<file path="src/hold_defs.svh">
// Register offsets, field positions, widths and reset values of the holding and interrupt block
`ifndef HOLD_DEFS_SVH
`define HOLD_DEFS_SVH

`define ADDR_W 8
`define DATA_W 32
`define BYTE_W 8
`define IRQ_W 9

`define REG_STATUS 8'h20
`define REG_IRQ_ENABLE 8'h24
`define REG_IRQ_DISABLE 8'h28
`define REG_IRQ_MASK 8'h2c
`define REG_RX_HOLD 8'h30
`define REG_TX_HOLD 8'h34

`define BIT_TRANSFER_COMPLETED 0
`define BIT_RECEIVE_HOLDING_FULL 1
`define BIT_TRANSMIT_HOLDING_EMPTY 2
`define BIT_RECEIVE_OVERRUN_ERROR 6
`define BIT_TRANSMIT_UNDERRUN_ERROR 7
`define BIT_NACK 8

`define IRQ_DEFINED_BITS 9'h1c7
`define IRQ_ENABLE_RST 9'h000
`define STATUS_RST 9'h004
`define BYTE_RST 8'h00
`define WORD_ZERO 32'h0000_0000

`endif

</file>
<file path="src/hold_pkg.sv">
// Types shared by the holding and interrupt block
package hold_pkg;
`include "hold_defs.svh"

  typedef logic [`ADDR_W-1:0] addr_t;
  typedef logic [`DATA_W-1:0] word_t;
  typedef logic [`BYTE_W-1:0] byte_t;
  typedef logic [`IRQ_W-1:0] irq_bits_t;

  typedef struct packed {
    word_t rdata;
    irq_bits_t enable;
    irq_bits_t status;
    logic irq;
  } regs_state_t;

  typedef struct packed {
    byte_t rx_byte;
    logic rx_full;
    byte_t tx_byte;
    logic tx_full;
    logic rx_arrived;
    logic overrun;
    logic tx_emptied;
    logic underrun;
  } hold_state_t;

endpackage

</file>
<file path="src/hold_if.sv">
// Link between the register file and the byte holding stage
`timescale 1ns/10ps
interface hold_if;
  import hold_pkg::*;
  byte_t rx_byte;
  byte_t tx_byte;
  logic rx_full;
  logic tx_full;
  logic rx_arrived;
  logic overrun;
  logic tx_emptied;
  logic underrun;
  logic rx_read;
  logic tx_write;
  byte_t tx_wdata;

  modport regs (input rx_byte, tx_byte, rx_full, tx_full, rx_arrived, overrun, tx_emptied,
    underrun, output rx_read, tx_write, tx_wdata);
  modport hold (output rx_byte, tx_byte, rx_full, tx_full, rx_arrived, overrun, tx_emptied,
    underrun, input rx_read, tx_write, tx_wdata);
endinterface

</file>
<file path="src/byte_holding.sv">
// Receive and transmit holding bytes with their full and empty tracking
`timescale 1ns/10ps
module byte_holding (
  input wire logic clk_i,
  input wire logic rst_n_i,
  input wire logic rx_valid_i,
  input wire hold_pkg::byte_t rx_byte_i,
  input wire logic tx_take_i,
  hold_if.hold hif
);
  import hold_pkg::*;

  hold_state_t st_ff;
  hold_state_t nxt_st;

  always_comb
  begin
    nxt_st = st_ff;
    nxt_st.rx_arrived = 1'b0;
    nxt_st.overrun = 1'b0;
    nxt_st.tx_emptied = 1'b0;
    nxt_st.underrun = 1'b0;
    // Software read frees the byte; an arrival in the same cycle keeps it full
    if (hif.rx_read)
      nxt_st.rx_full = 1'b0;
    if (rx_valid_i)
    begin
      nxt_st.rx_byte = rx_byte_i;
      nxt_st.rx_full = 1'b1;
      nxt_st.rx_arrived = 1'b1;
      // An unread byte is overwritten, so the newest byte always wins
      nxt_st.overrun = st_ff.rx_full && !hif.rx_read;
    end
    if (tx_take_i)
    begin
      nxt_st.tx_full = 1'b0;
      nxt_st.tx_emptied = st_ff.tx_full;
      nxt_st.underrun = !st_ff.tx_full;
    end
    if (hif.tx_write)
    begin
      nxt_st.tx_byte = hif.tx_wdata;
      nxt_st.tx_full = 1'b1;
    end
  end

  always_ff @(posedge clk_i)
  begin
    if (!rst_n_i)
    begin
      st_ff <= '{rx_byte: `BYTE_RST, tx_byte: `BYTE_RST, default: 1'b0};
    end
    else
    begin
      st_ff <= nxt_st;
    end
  end

  assign hif.rx_byte = st_ff.rx_byte;
  assign hif.tx_byte = st_ff.tx_byte;
  assign hif.rx_full = st_ff.rx_full;
  assign hif.tx_full = st_ff.tx_full;
  assign hif.rx_arrived = st_ff.rx_arrived;
  assign hif.overrun = st_ff.overrun;
  assign hif.tx_emptied = st_ff.tx_emptied;
  assign hif.underrun = st_ff.underrun;

endmodule // byte_holding

</file>
<file path="src/serial_irq_regs.sv">
// Interrupt enable, disable, mask, status and holding registers of a two-wire bus controller
`timescale 1ns/10ps
module serial_irq_regs (
  input wire logic clk_i,
  input wire logic rst_n_i,
  input wire hold_pkg::addr_t addr_i,
  input wire hold_pkg::word_t wdata_i,
  input wire logic wr_i,
  input wire logic rd_i,
  output hold_pkg::word_t rdata_o,
  output logic irq_o,
  input wire logic transfer_done_i,
  input wire logic nack_i,
  input wire logic rx_valid_i,
  input wire hold_pkg::byte_t rx_byte_i,
  input wire logic tx_take_i,
  output hold_pkg::byte_t tx_byte_o,
  output logic tx_valid_o
);
  import hold_pkg::*;

  regs_state_t st_ff;
  regs_state_t nxt_st;
  hold_if hif ();

  // Keeps only the defined source bits, so reserved bits can never be set
  function automatic irq_bits_t field_bits(input word_t w);
    field_bits = w[`IRQ_W-1:0] & `IRQ_DEFINED_BITS;
  endfunction

  // Places a source vector into a bus word with reserved bits at zero
  function automatic word_t to_word(input irq_bits_t b);
    to_word = {{(`DATA_W-`IRQ_W){1'b0}}, b & `IRQ_DEFINED_BITS};
  endfunction

  // Places a byte into the low lane of a bus word
  function automatic word_t byte_word(input byte_t b);
    byte_word = {{(`DATA_W-`BYTE_W){1'b0}}, b};
  endfunction

  function automatic logic hit(input addr_t a, input addr_t offs);
    hit = (a == offs);
  endfunction

  byte_holding u_hold (
    .clk_i(clk_i),
    .rst_n_i(rst_n_i),
    .rx_valid_i(rx_valid_i),
    .rx_byte_i(rx_byte_i),
    .tx_take_i(tx_take_i),
    .hif(hif.hold)
  );

  irq_bits_t events;
  irq_bits_t status_clear;
  logic rd_status;
  logic rd_enable_reg;

  // Strobes toward the holding stage are decoded in the same cycle as the access
  always_comb
  begin
    hif.rx_read = rd_i && hit(addr_i, `REG_RX_HOLD);
    hif.tx_write = wr_i && hit(addr_i, `REG_TX_HOLD);
    hif.tx_wdata = wdata_i[`BYTE_W-1:0];
  end

  // Events from the holding stage and from the protocol engine
  always_comb
  begin
    events = '0;
    events[`BIT_TRANSFER_COMPLETED] = transfer_done_i;
    events[`BIT_RECEIVE_HOLDING_FULL] = hif.rx_arrived;
    events[`BIT_TRANSMIT_HOLDING_EMPTY] = hif.tx_emptied;
    events[`BIT_RECEIVE_OVERRUN_ERROR] = hif.overrun;
    events[`BIT_TRANSMIT_UNDERRUN_ERROR] = hif.underrun;
    events[`BIT_NACK] = nack_i;
  end

  always_comb
  begin
    rd_status = rd_i && hit(addr_i, `REG_STATUS);
    rd_enable_reg = rd_i && hit(addr_i, `REG_IRQ_MASK);
    status_clear = rd_status ? `IRQ_DEFINED_BITS : '0;
  end

  always_comb
  begin
    nxt_st = st_ff;

    // Enable and disable act as set and clear ports of one mask, so no read-modify-write
    if (wr_i && hit(addr_i, `REG_IRQ_ENABLE))
      nxt_st.enable = st_ff.enable | field_bits(wdata_i);
    if (wr_i && hit(addr_i, `REG_IRQ_DISABLE))
      nxt_st.enable = st_ff.enable & ~field_bits(wdata_i);

    // Read clears; an event in the same cycle survives the clear
    nxt_st.status = (st_ff.status & ~status_clear) | events;

    nxt_st.rdata = `WORD_ZERO;
    if (rd_i)
    begin
      unique case (addr_i)
        `REG_STATUS: nxt_st.rdata = to_word(st_ff.status);
        `REG_IRQ_MASK: nxt_st.rdata = to_word(st_ff.enable);
        `REG_RX_HOLD: nxt_st.rdata = byte_word(hif.rx_byte);
        `REG_TX_HOLD: nxt_st.rdata = byte_word(hif.tx_byte);
        // Enable and disable are write-only and read as zero, as does any unmapped word
        default: nxt_st.rdata = `WORD_ZERO;
      endcase
    end

    // Built from the next values so the line follows status and mask with no extra lag
    nxt_st.irq = |(nxt_st.status & nxt_st.enable);
  end

  always_ff @(posedge clk_i)
  begin
    if (!rst_n_i)
    begin
      st_ff <= '{rdata: `WORD_ZERO, enable: `IRQ_ENABLE_RST, status: `STATUS_RST, irq: 1'b0};
    end
    else
    begin
      st_ff <= nxt_st;
    end
  end

  assign rdata_o = st_ff.rdata;
  assign irq_o = st_ff.irq;
  assign tx_byte_o = hif.tx_byte;
  assign tx_valid_o = hif.tx_full;

endmodule // serial_irq_regs

</file>
<file path="config.mk">
export PLATFORM = sky130hd
export DESIGN_NAME = serial_irq_regs
export DESIGN_NICKNAME = d
export VERILOG_FILES = /design/src/hold_pkg.sv /design/src/hold_if.sv /design/src/byte_holding.sv /design/src/serial_irq_regs.sv
export VERILOG_INCLUDE_DIRS = /design/src
export SDC_FILE = /design/constraint.sdc
export NUM_CORES = 1
export LEC_CHECK = 0
export BUFFER_PORTS_ARGS = -buffer_cell sky130_fd_sc_hd__buf_2
export CORE_MARGIN = 4
export CORE_UTILIZATION = 47
export CTS_BUF_LIST = sky130_fd_sc_hd__clkbuf_8
export DETAILED_ROUTE_END_ITERATION = 10
export MAX_ROUTING_LAYER = met4
export PLACE_DENSITY = 0.81
export SETUP_SLACK_MARGIN = 0.05
export SYNTH_ARGS = -nofsm -noshare
export SYNTH_HDL_FRONTEND = slang
export SYNTH_SLANG_ARGS = --single-unit
export TNS_END_PERCENT = 5
</file>
<file path="constraint.sdc">
create_clock -name clk_i -period 2.3 [get_ports clk_i]
set_input_delay 0.69 -clock clk_i [delete_from_list [all_inputs] [get_ports clk_i]]
set_output_delay 0.69 -clock clk_i [all_outputs]
set_load 0.01 [all_outputs]
</file>
=== Word level (Yosys, flattened, before mapping) ===
Cells that the tools add are included.

* Bitwise gates (word level): 7
* Muxes and demuxes: 9
* Reductions and logical operators: 14
* Equality and inequality tests: 6

{| class="wikitable"
|+ Operator list
! cell !! number
|-
| equality test 8 x 6 -> 1 bit, second input constant || 6
|-
| one-hot mux 9 bit (4 select lines) || 1
|-
| AND 9 bit || 3
|-
| 2-to-1 mux 9 bit || 3
|-
| inverter 9 bit || 2
|-
| OR 9 bit || 2
|-
| OR reduction 9 bit || 1
|-
| logical AND 1 bit || 6
|-
| AND reduction 2 bit || 3
|-
| 2-to-1 mux 1 bit || 4
|-
| nonzero test 2 bit || 2
|-
| logical NOT 1 bit || 2
|-
| 2-to-1 mux 2 bit || 1
|}

* Register bits after elaboration: 73
* Word-level logic and storage cells: 48
* Bits of input ports: 56
* Output and inout port bits: 42

=== Depth between registers and ports, before layout ===
* Depth in word-level cells: 8
* Depth in mapped cells: 7

=== Cells and area by module ===
Synthesis repeated with hierarchy kept, for this count alone.

* Cell total of the unflattened synthesis: 210
* Area total of the unflattened synthesis: 2,047.0 µm²

{| class="wikitable"
|+ Modules (own cells, without submodules)
! module !! area an instance (µm²) !! instances !! cells each !! sequential area each (µm²)
|-
| serial_irq_regs || 1,257.5 || 1 || 143 || 440.4
|-
| byte_holding || 789.5 || 1 || 67 || 440.4
|}

=== Worst setup path after synthesis ===
Ideal clock, no wire load.

* Path kind: input port to flip-flop
* Start point: input addr_i[4]
* End point: register st_ff, in the netlist irq_o
* Stages: 5
* Setup slack: 376 ps
* Data arrival time: 1,797 ps
* Required time: 2,173 ps
* Buffers on the path: 0
* Setup time: 127 ps
* Path through: nor4b_4 > nand4_2 > a21o_1 > a22oi_1 > a31oi_1

* Cells in the longest elaborated chain, start to end: 8
* Elaborated cells on any way between the ends: 14
* Classes of those cells: 3 x eq/ne; 3 x mux; 4 x bitwise; 4 x reduce/logical

{| class="wikitable"
|+ Ends and longest elaborated chain
! element !! line !! text
|-
| start: declaration || serial_irq_regs.sv:6 || <nowiki>input wire hold_pkg::addr_t addr_i,</nowiki>
|-
| equality test 8 x 6 -> 1 bit || serial_irq_regs.sv:42 || <nowiki>hit = (a == offs);</nowiki>
|-
| logical AND 1 bit || serial_irq_regs.sv:81 || <nowiki>rd_status = rd_i && hit(addr_i, `REG_STATUS);</nowiki>
|-
| 2-to-1 mux 9 bit || serial_irq_regs.sv:83 || <nowiki>status_clear = rd_status ? `IRQ_DEFINED_BITS : '0;</nowiki>
|-
| inverter 9 bit || serial_irq_regs.sv:97 || <nowiki>nxt_st.status = (st_ff.status & ~status_clear) | events;</nowiki>
|-
| AND 9 bit || serial_irq_regs.sv:97 ||
|-
| OR 9 bit || serial_irq_regs.sv:97 ||
|-
| AND 9 bit * || serial_irq_regs.sv:113 || <nowiki>nxt_st.irq = |(nxt_st.status & nxt_st.enable);</nowiki>
|-
| OR reduction 9 bit * || serial_irq_regs.sv:113 ||
|-
| end signal: assignment || serial_irq_regs.sv:120 || <nowiki>st_ff <= '{rdata: `WORD_ZERO, enable: `IRQ_ENABLE_RST, status: `STATUS_RST, irq: 1'b0};</nowiki>
|-
| end signal: assignment || serial_irq_regs.sv:124 || <nowiki>st_ff <= nxt_st;</nowiki>
|-
| end: declaration || serial_irq_regs.sv:22 || <nowiki>regs_state_t st_ff;</nowiki>
|}

Every way passes the cells marked *; elsewhere a longest branch is shown, timed or not.
A chain may end at the register's enable or synchronous reset.

=== Worst setup path in the final report ===
Ends and elaborated chain as after synthesis.

==> results.yml <==
pwr:
  powerDensity_nw_per_um2: 698
  power.share.combinational_pct: 7.4
  sequentialPowerShare_pct: 49.6
  clkPwrFrac_pct: 42.9
  internal_power_w: 0.00125
  fin_total_pwr_w: 0.00159
  p_leak_nw: 1.03
  ir_worst_vdd_mv: 0.456
  p_sw_w: 0.000337
  netSwitchingFraction_pct: 21.2
min_path:
  holdCritStartpoint: "u_hold.hif.tx_full"
  hold_class: "reg2reg"
worst_setup_path:
  path_class: "in2reg"
  crit_required_ns: 2.51
  cp-end-kind: "register"
  ff2ff_path_depth: 4
  cp_max_fo: 7
  rr_startpoint: "st_ff[11]"
  regToRegSetupSlack_ns: 1.27
  cp-start-kind: "primary input"
  worstSetupEndpoint: "irq_o"
  startpoint: "addr_i[4]"
  arrival_ns: 2.03
  reg2reg_to: "irq_o"
clock_network:
  h-tree-depth: 2
  cts_tree: "yes"
  cts_inserted_buffers: 5
  cts_setup_buffers: 0
  clk_pin_slew_ns: 0.08
  ctsHoldBuffers: 0
  clock_sinks: 44
  cts_resized: 0
  clk_latency_ns: 0.30
  cts_buffer_depth: 2
  root_buffer: "clkbuf_8"
global_routing:
  grt_pass1_wl_um: 7070
  antenna_found_initial: 0
  grt_pass1_vias: 1461
  grt_max_degree: 18
  grt_overflow: 0
  grtUsageTotal_pct: 18.1
logic_synthesis:
  syn_avg_cell_area_um2: 9.44
  ys_warn_count: 0
  synthesis.area_um2: 2000
  synth_seq_area_share_pct: 44.0
  synth-seq-cells: 44
  synth_top_area_share_pct: 44.0
  yosysUniqueCellTypes: 33
  synth_cells: 212
  yosys.area.top_type: "dfxtp_1"
  ys_top_cells_by_area: "dfxtp_1 (44%), buf_4 (13%), a22oi_1 (6.4%), a21oi_1 (5.0%), and2_1 (4.1%)"
place:
  pre_cts_ws_ns: 0.183
  placed_cells: 298
  place_congestion: 0.825
  io_buffers: 51
  hpwl_um: 3350
sta:
  setup_tns_ns: 0
  finClkSkew_ns: 0.00935
  slew_viol_final: 0
  timing.final.ws_setup_ns: 0.478
  holdWs_ns: 0.458
  hold_viol: 0
  min_period_over_period_pct: 79.2
  fmax_mhz: 549
  finalCriticalPeriod_ns: 1.82
  rsz0062_at_grt: "no"
  setup_viol: 0
die:
  core_um2: 4060
  io_pins: 98
  rows: 23
  fp.dieArea_um2: 5360
  fp.dieW_um: 73.2
  start_util_pct: 49.3
  die_h_um: 73.2
routing:
  dr_wl_met2_um: 2120
  drt_first_pass_iters: 4
  drtAntennaViolNets: 0
  avgViaCountPerCell: 5.27
  wirelength_um: 4380
  routedWlPerCell_um: 14.4
  route.detailed.drc: 0
  wl_met3_um: 425
  drt_iter0_markers: 175
  vias: 1606
  top_layer_used: "met4"
  wl_met1_um: 1790
layout:
  drive_gt1_share_pct: 28.2
  final_common_cell: "buf_2"
  antenna_cells: 0
  layout_common_cells: "buf_2 (51), dfxtp_1 (44), conb_1 (23), a21oi_1 (20), a22oi_1 (17)"
  stdcell_count: 305
  area_delta_synth_final_pct: 13.9
  finalNetCount: 311
run:
  cap_viol_max_count: 0
outcome:
  outcome: "finished clean"
-- power by group through the flow --
| stage | clock network, W | logic, W | registers, W |
|---|---|---|---|
| 4_1_cts | 0.000693 | 0.000118 | 0.000789 |
| 2_1_floorplan | 0 | 0.0000958 | 0.000803 |
| 6_report | 0.000683 | 0.000118 | 0.000789 |
| 5_1_grt | 0.000731 | 0.000133 | 0.000791 |
| 3_3_place_gp | 0 | 0.000115 | 0.000806 |
| 3_5_place_dp | 0 | 0.000118 | 0.000807 |
-- layout make-up --
type	instances	area [um^2]
well taps	50	62.6
fillers	359	1780
repair buffers	57	300
inverters	2	7.51
multi-input cells	145	900
flip-flops and latches	44	881
clock buffers	5	68.8
clock inverters	2	60.1
-- registers in the layout, summed over array words and instances, names as in the netlist --
signal	flops
u_hold.hif.tx_emptied	1
u_hold.hif.overrun	1
u_hold.hif.tx_byte	8
u_hold.hif.rx_full	1
st_ff	12
irq_o	1
u_hold.hif.rx_arrived	1
rdata_o	9
u_hold.hif.underrun	1
u_hold.hif.rx_byte	8
u_hold.hif.tx_full	1
-- worst max-delay path, cell delays in order --
cell and delay (ns):
buf_2 0.12, nor4b_4 0.36, buf_4 0.21, a41oi_1 0.12
a21oi_1 0.22, a22oi_1 0.10, a31oi_1 0.21
-- routing by layer --
metal | vias to the layer above | global-route usage, %
met5 | - | -
met4 | 0 | 5.33
met3 | 5 | 6.06
met2 | 88 | 28.2
met1 | 724 | 22.1
li1 | 789 | -
-- worst min-delay path by stage --
| stage | to | cells after the start | slack (ns) |
|---|---|---|---|
| 2_1_floorplan | u_hold.hif.rx_byte[3] | 2 | 0.46 |
| 3_3_place_gp | u_hold.hif.underrun | 1 | 0.44 |
| 3_5_place_dp | u_hold.hif.underrun | 1 | 0.46 |
| 4_1_cts | u_hold.hif.underrun | 1 | 0.47 |
| 5_1_grt | u_hold.hif.underrun | 1 | 0.50 |
| 6_report | u_hold.hif.underrun | 1 | 0.46 |
-- synth_stat cells --
| cell | instances |
|---|---|
| a21oi_1 | 20 |
| o2111a_1 | 1 |
| mux2i_1 | 8 |
| a22oi_1 | 17 |
| clkinv_1 | 1 |
| and4_1 | 3 |
| and2_2 | 1 |
| and2_1 | 13 |
| a31oi_1 | 1 |
| nor2_1 | 15 |
| or2_1 | 1 |
| inv_1 | 1 |
| a21o_1 | 5 |
| o21a_1 | 1 |
| nand2_1 | 10 |
| nand3_1 | 8 |
| nor4bb_1 | 1 |
| clkbuf_1 | 4 |
| a21boi_0 | 1 |
| nor4b_2 | 1 |
| conb_1 | 1 |
| buf_4 | 34 |
| buf_2 | 5 |
| o211ai_4 | 1 |
| nand4_2 | 1 |
| a41oi_1 | 6 |
| dfxtp_1 | 44 |
| nor4b_4 | 1 |
| a21o_2 | 1 |
| nand2b_1 | 1 |
| nor3_2 | 1 |
| and3_1 | 2 |
| and3_2 | 1 |
-- metrics by stage --
| stage | area [um^2] | utilization [%] |
|---|---|---|
| after global placement | 2150 | 53.0 |
| after detailed placement | 2150 | 53.0 |
| final | 2280 | 56.2 |
| after global routing | 2280 | 56.2 |
| after floorplan | 2080 | - |
| after CTS | 2280 | 56.2 |
-- logic make-up after synthesis --
| group | count (synthesis) | share of synthesized area (%) |
|---|---|---|
| buf+inv | 45 | 15.1 |
| other cells | 1 | 0.187 |
| mux | 8 | 4.00 |
| compound gates | 54 | 19.0 |
| simple gates | 60 | 17.6 |
| flops | 44 | 44.0 |
Note: power is estimated with default switching activity, not from simulation.
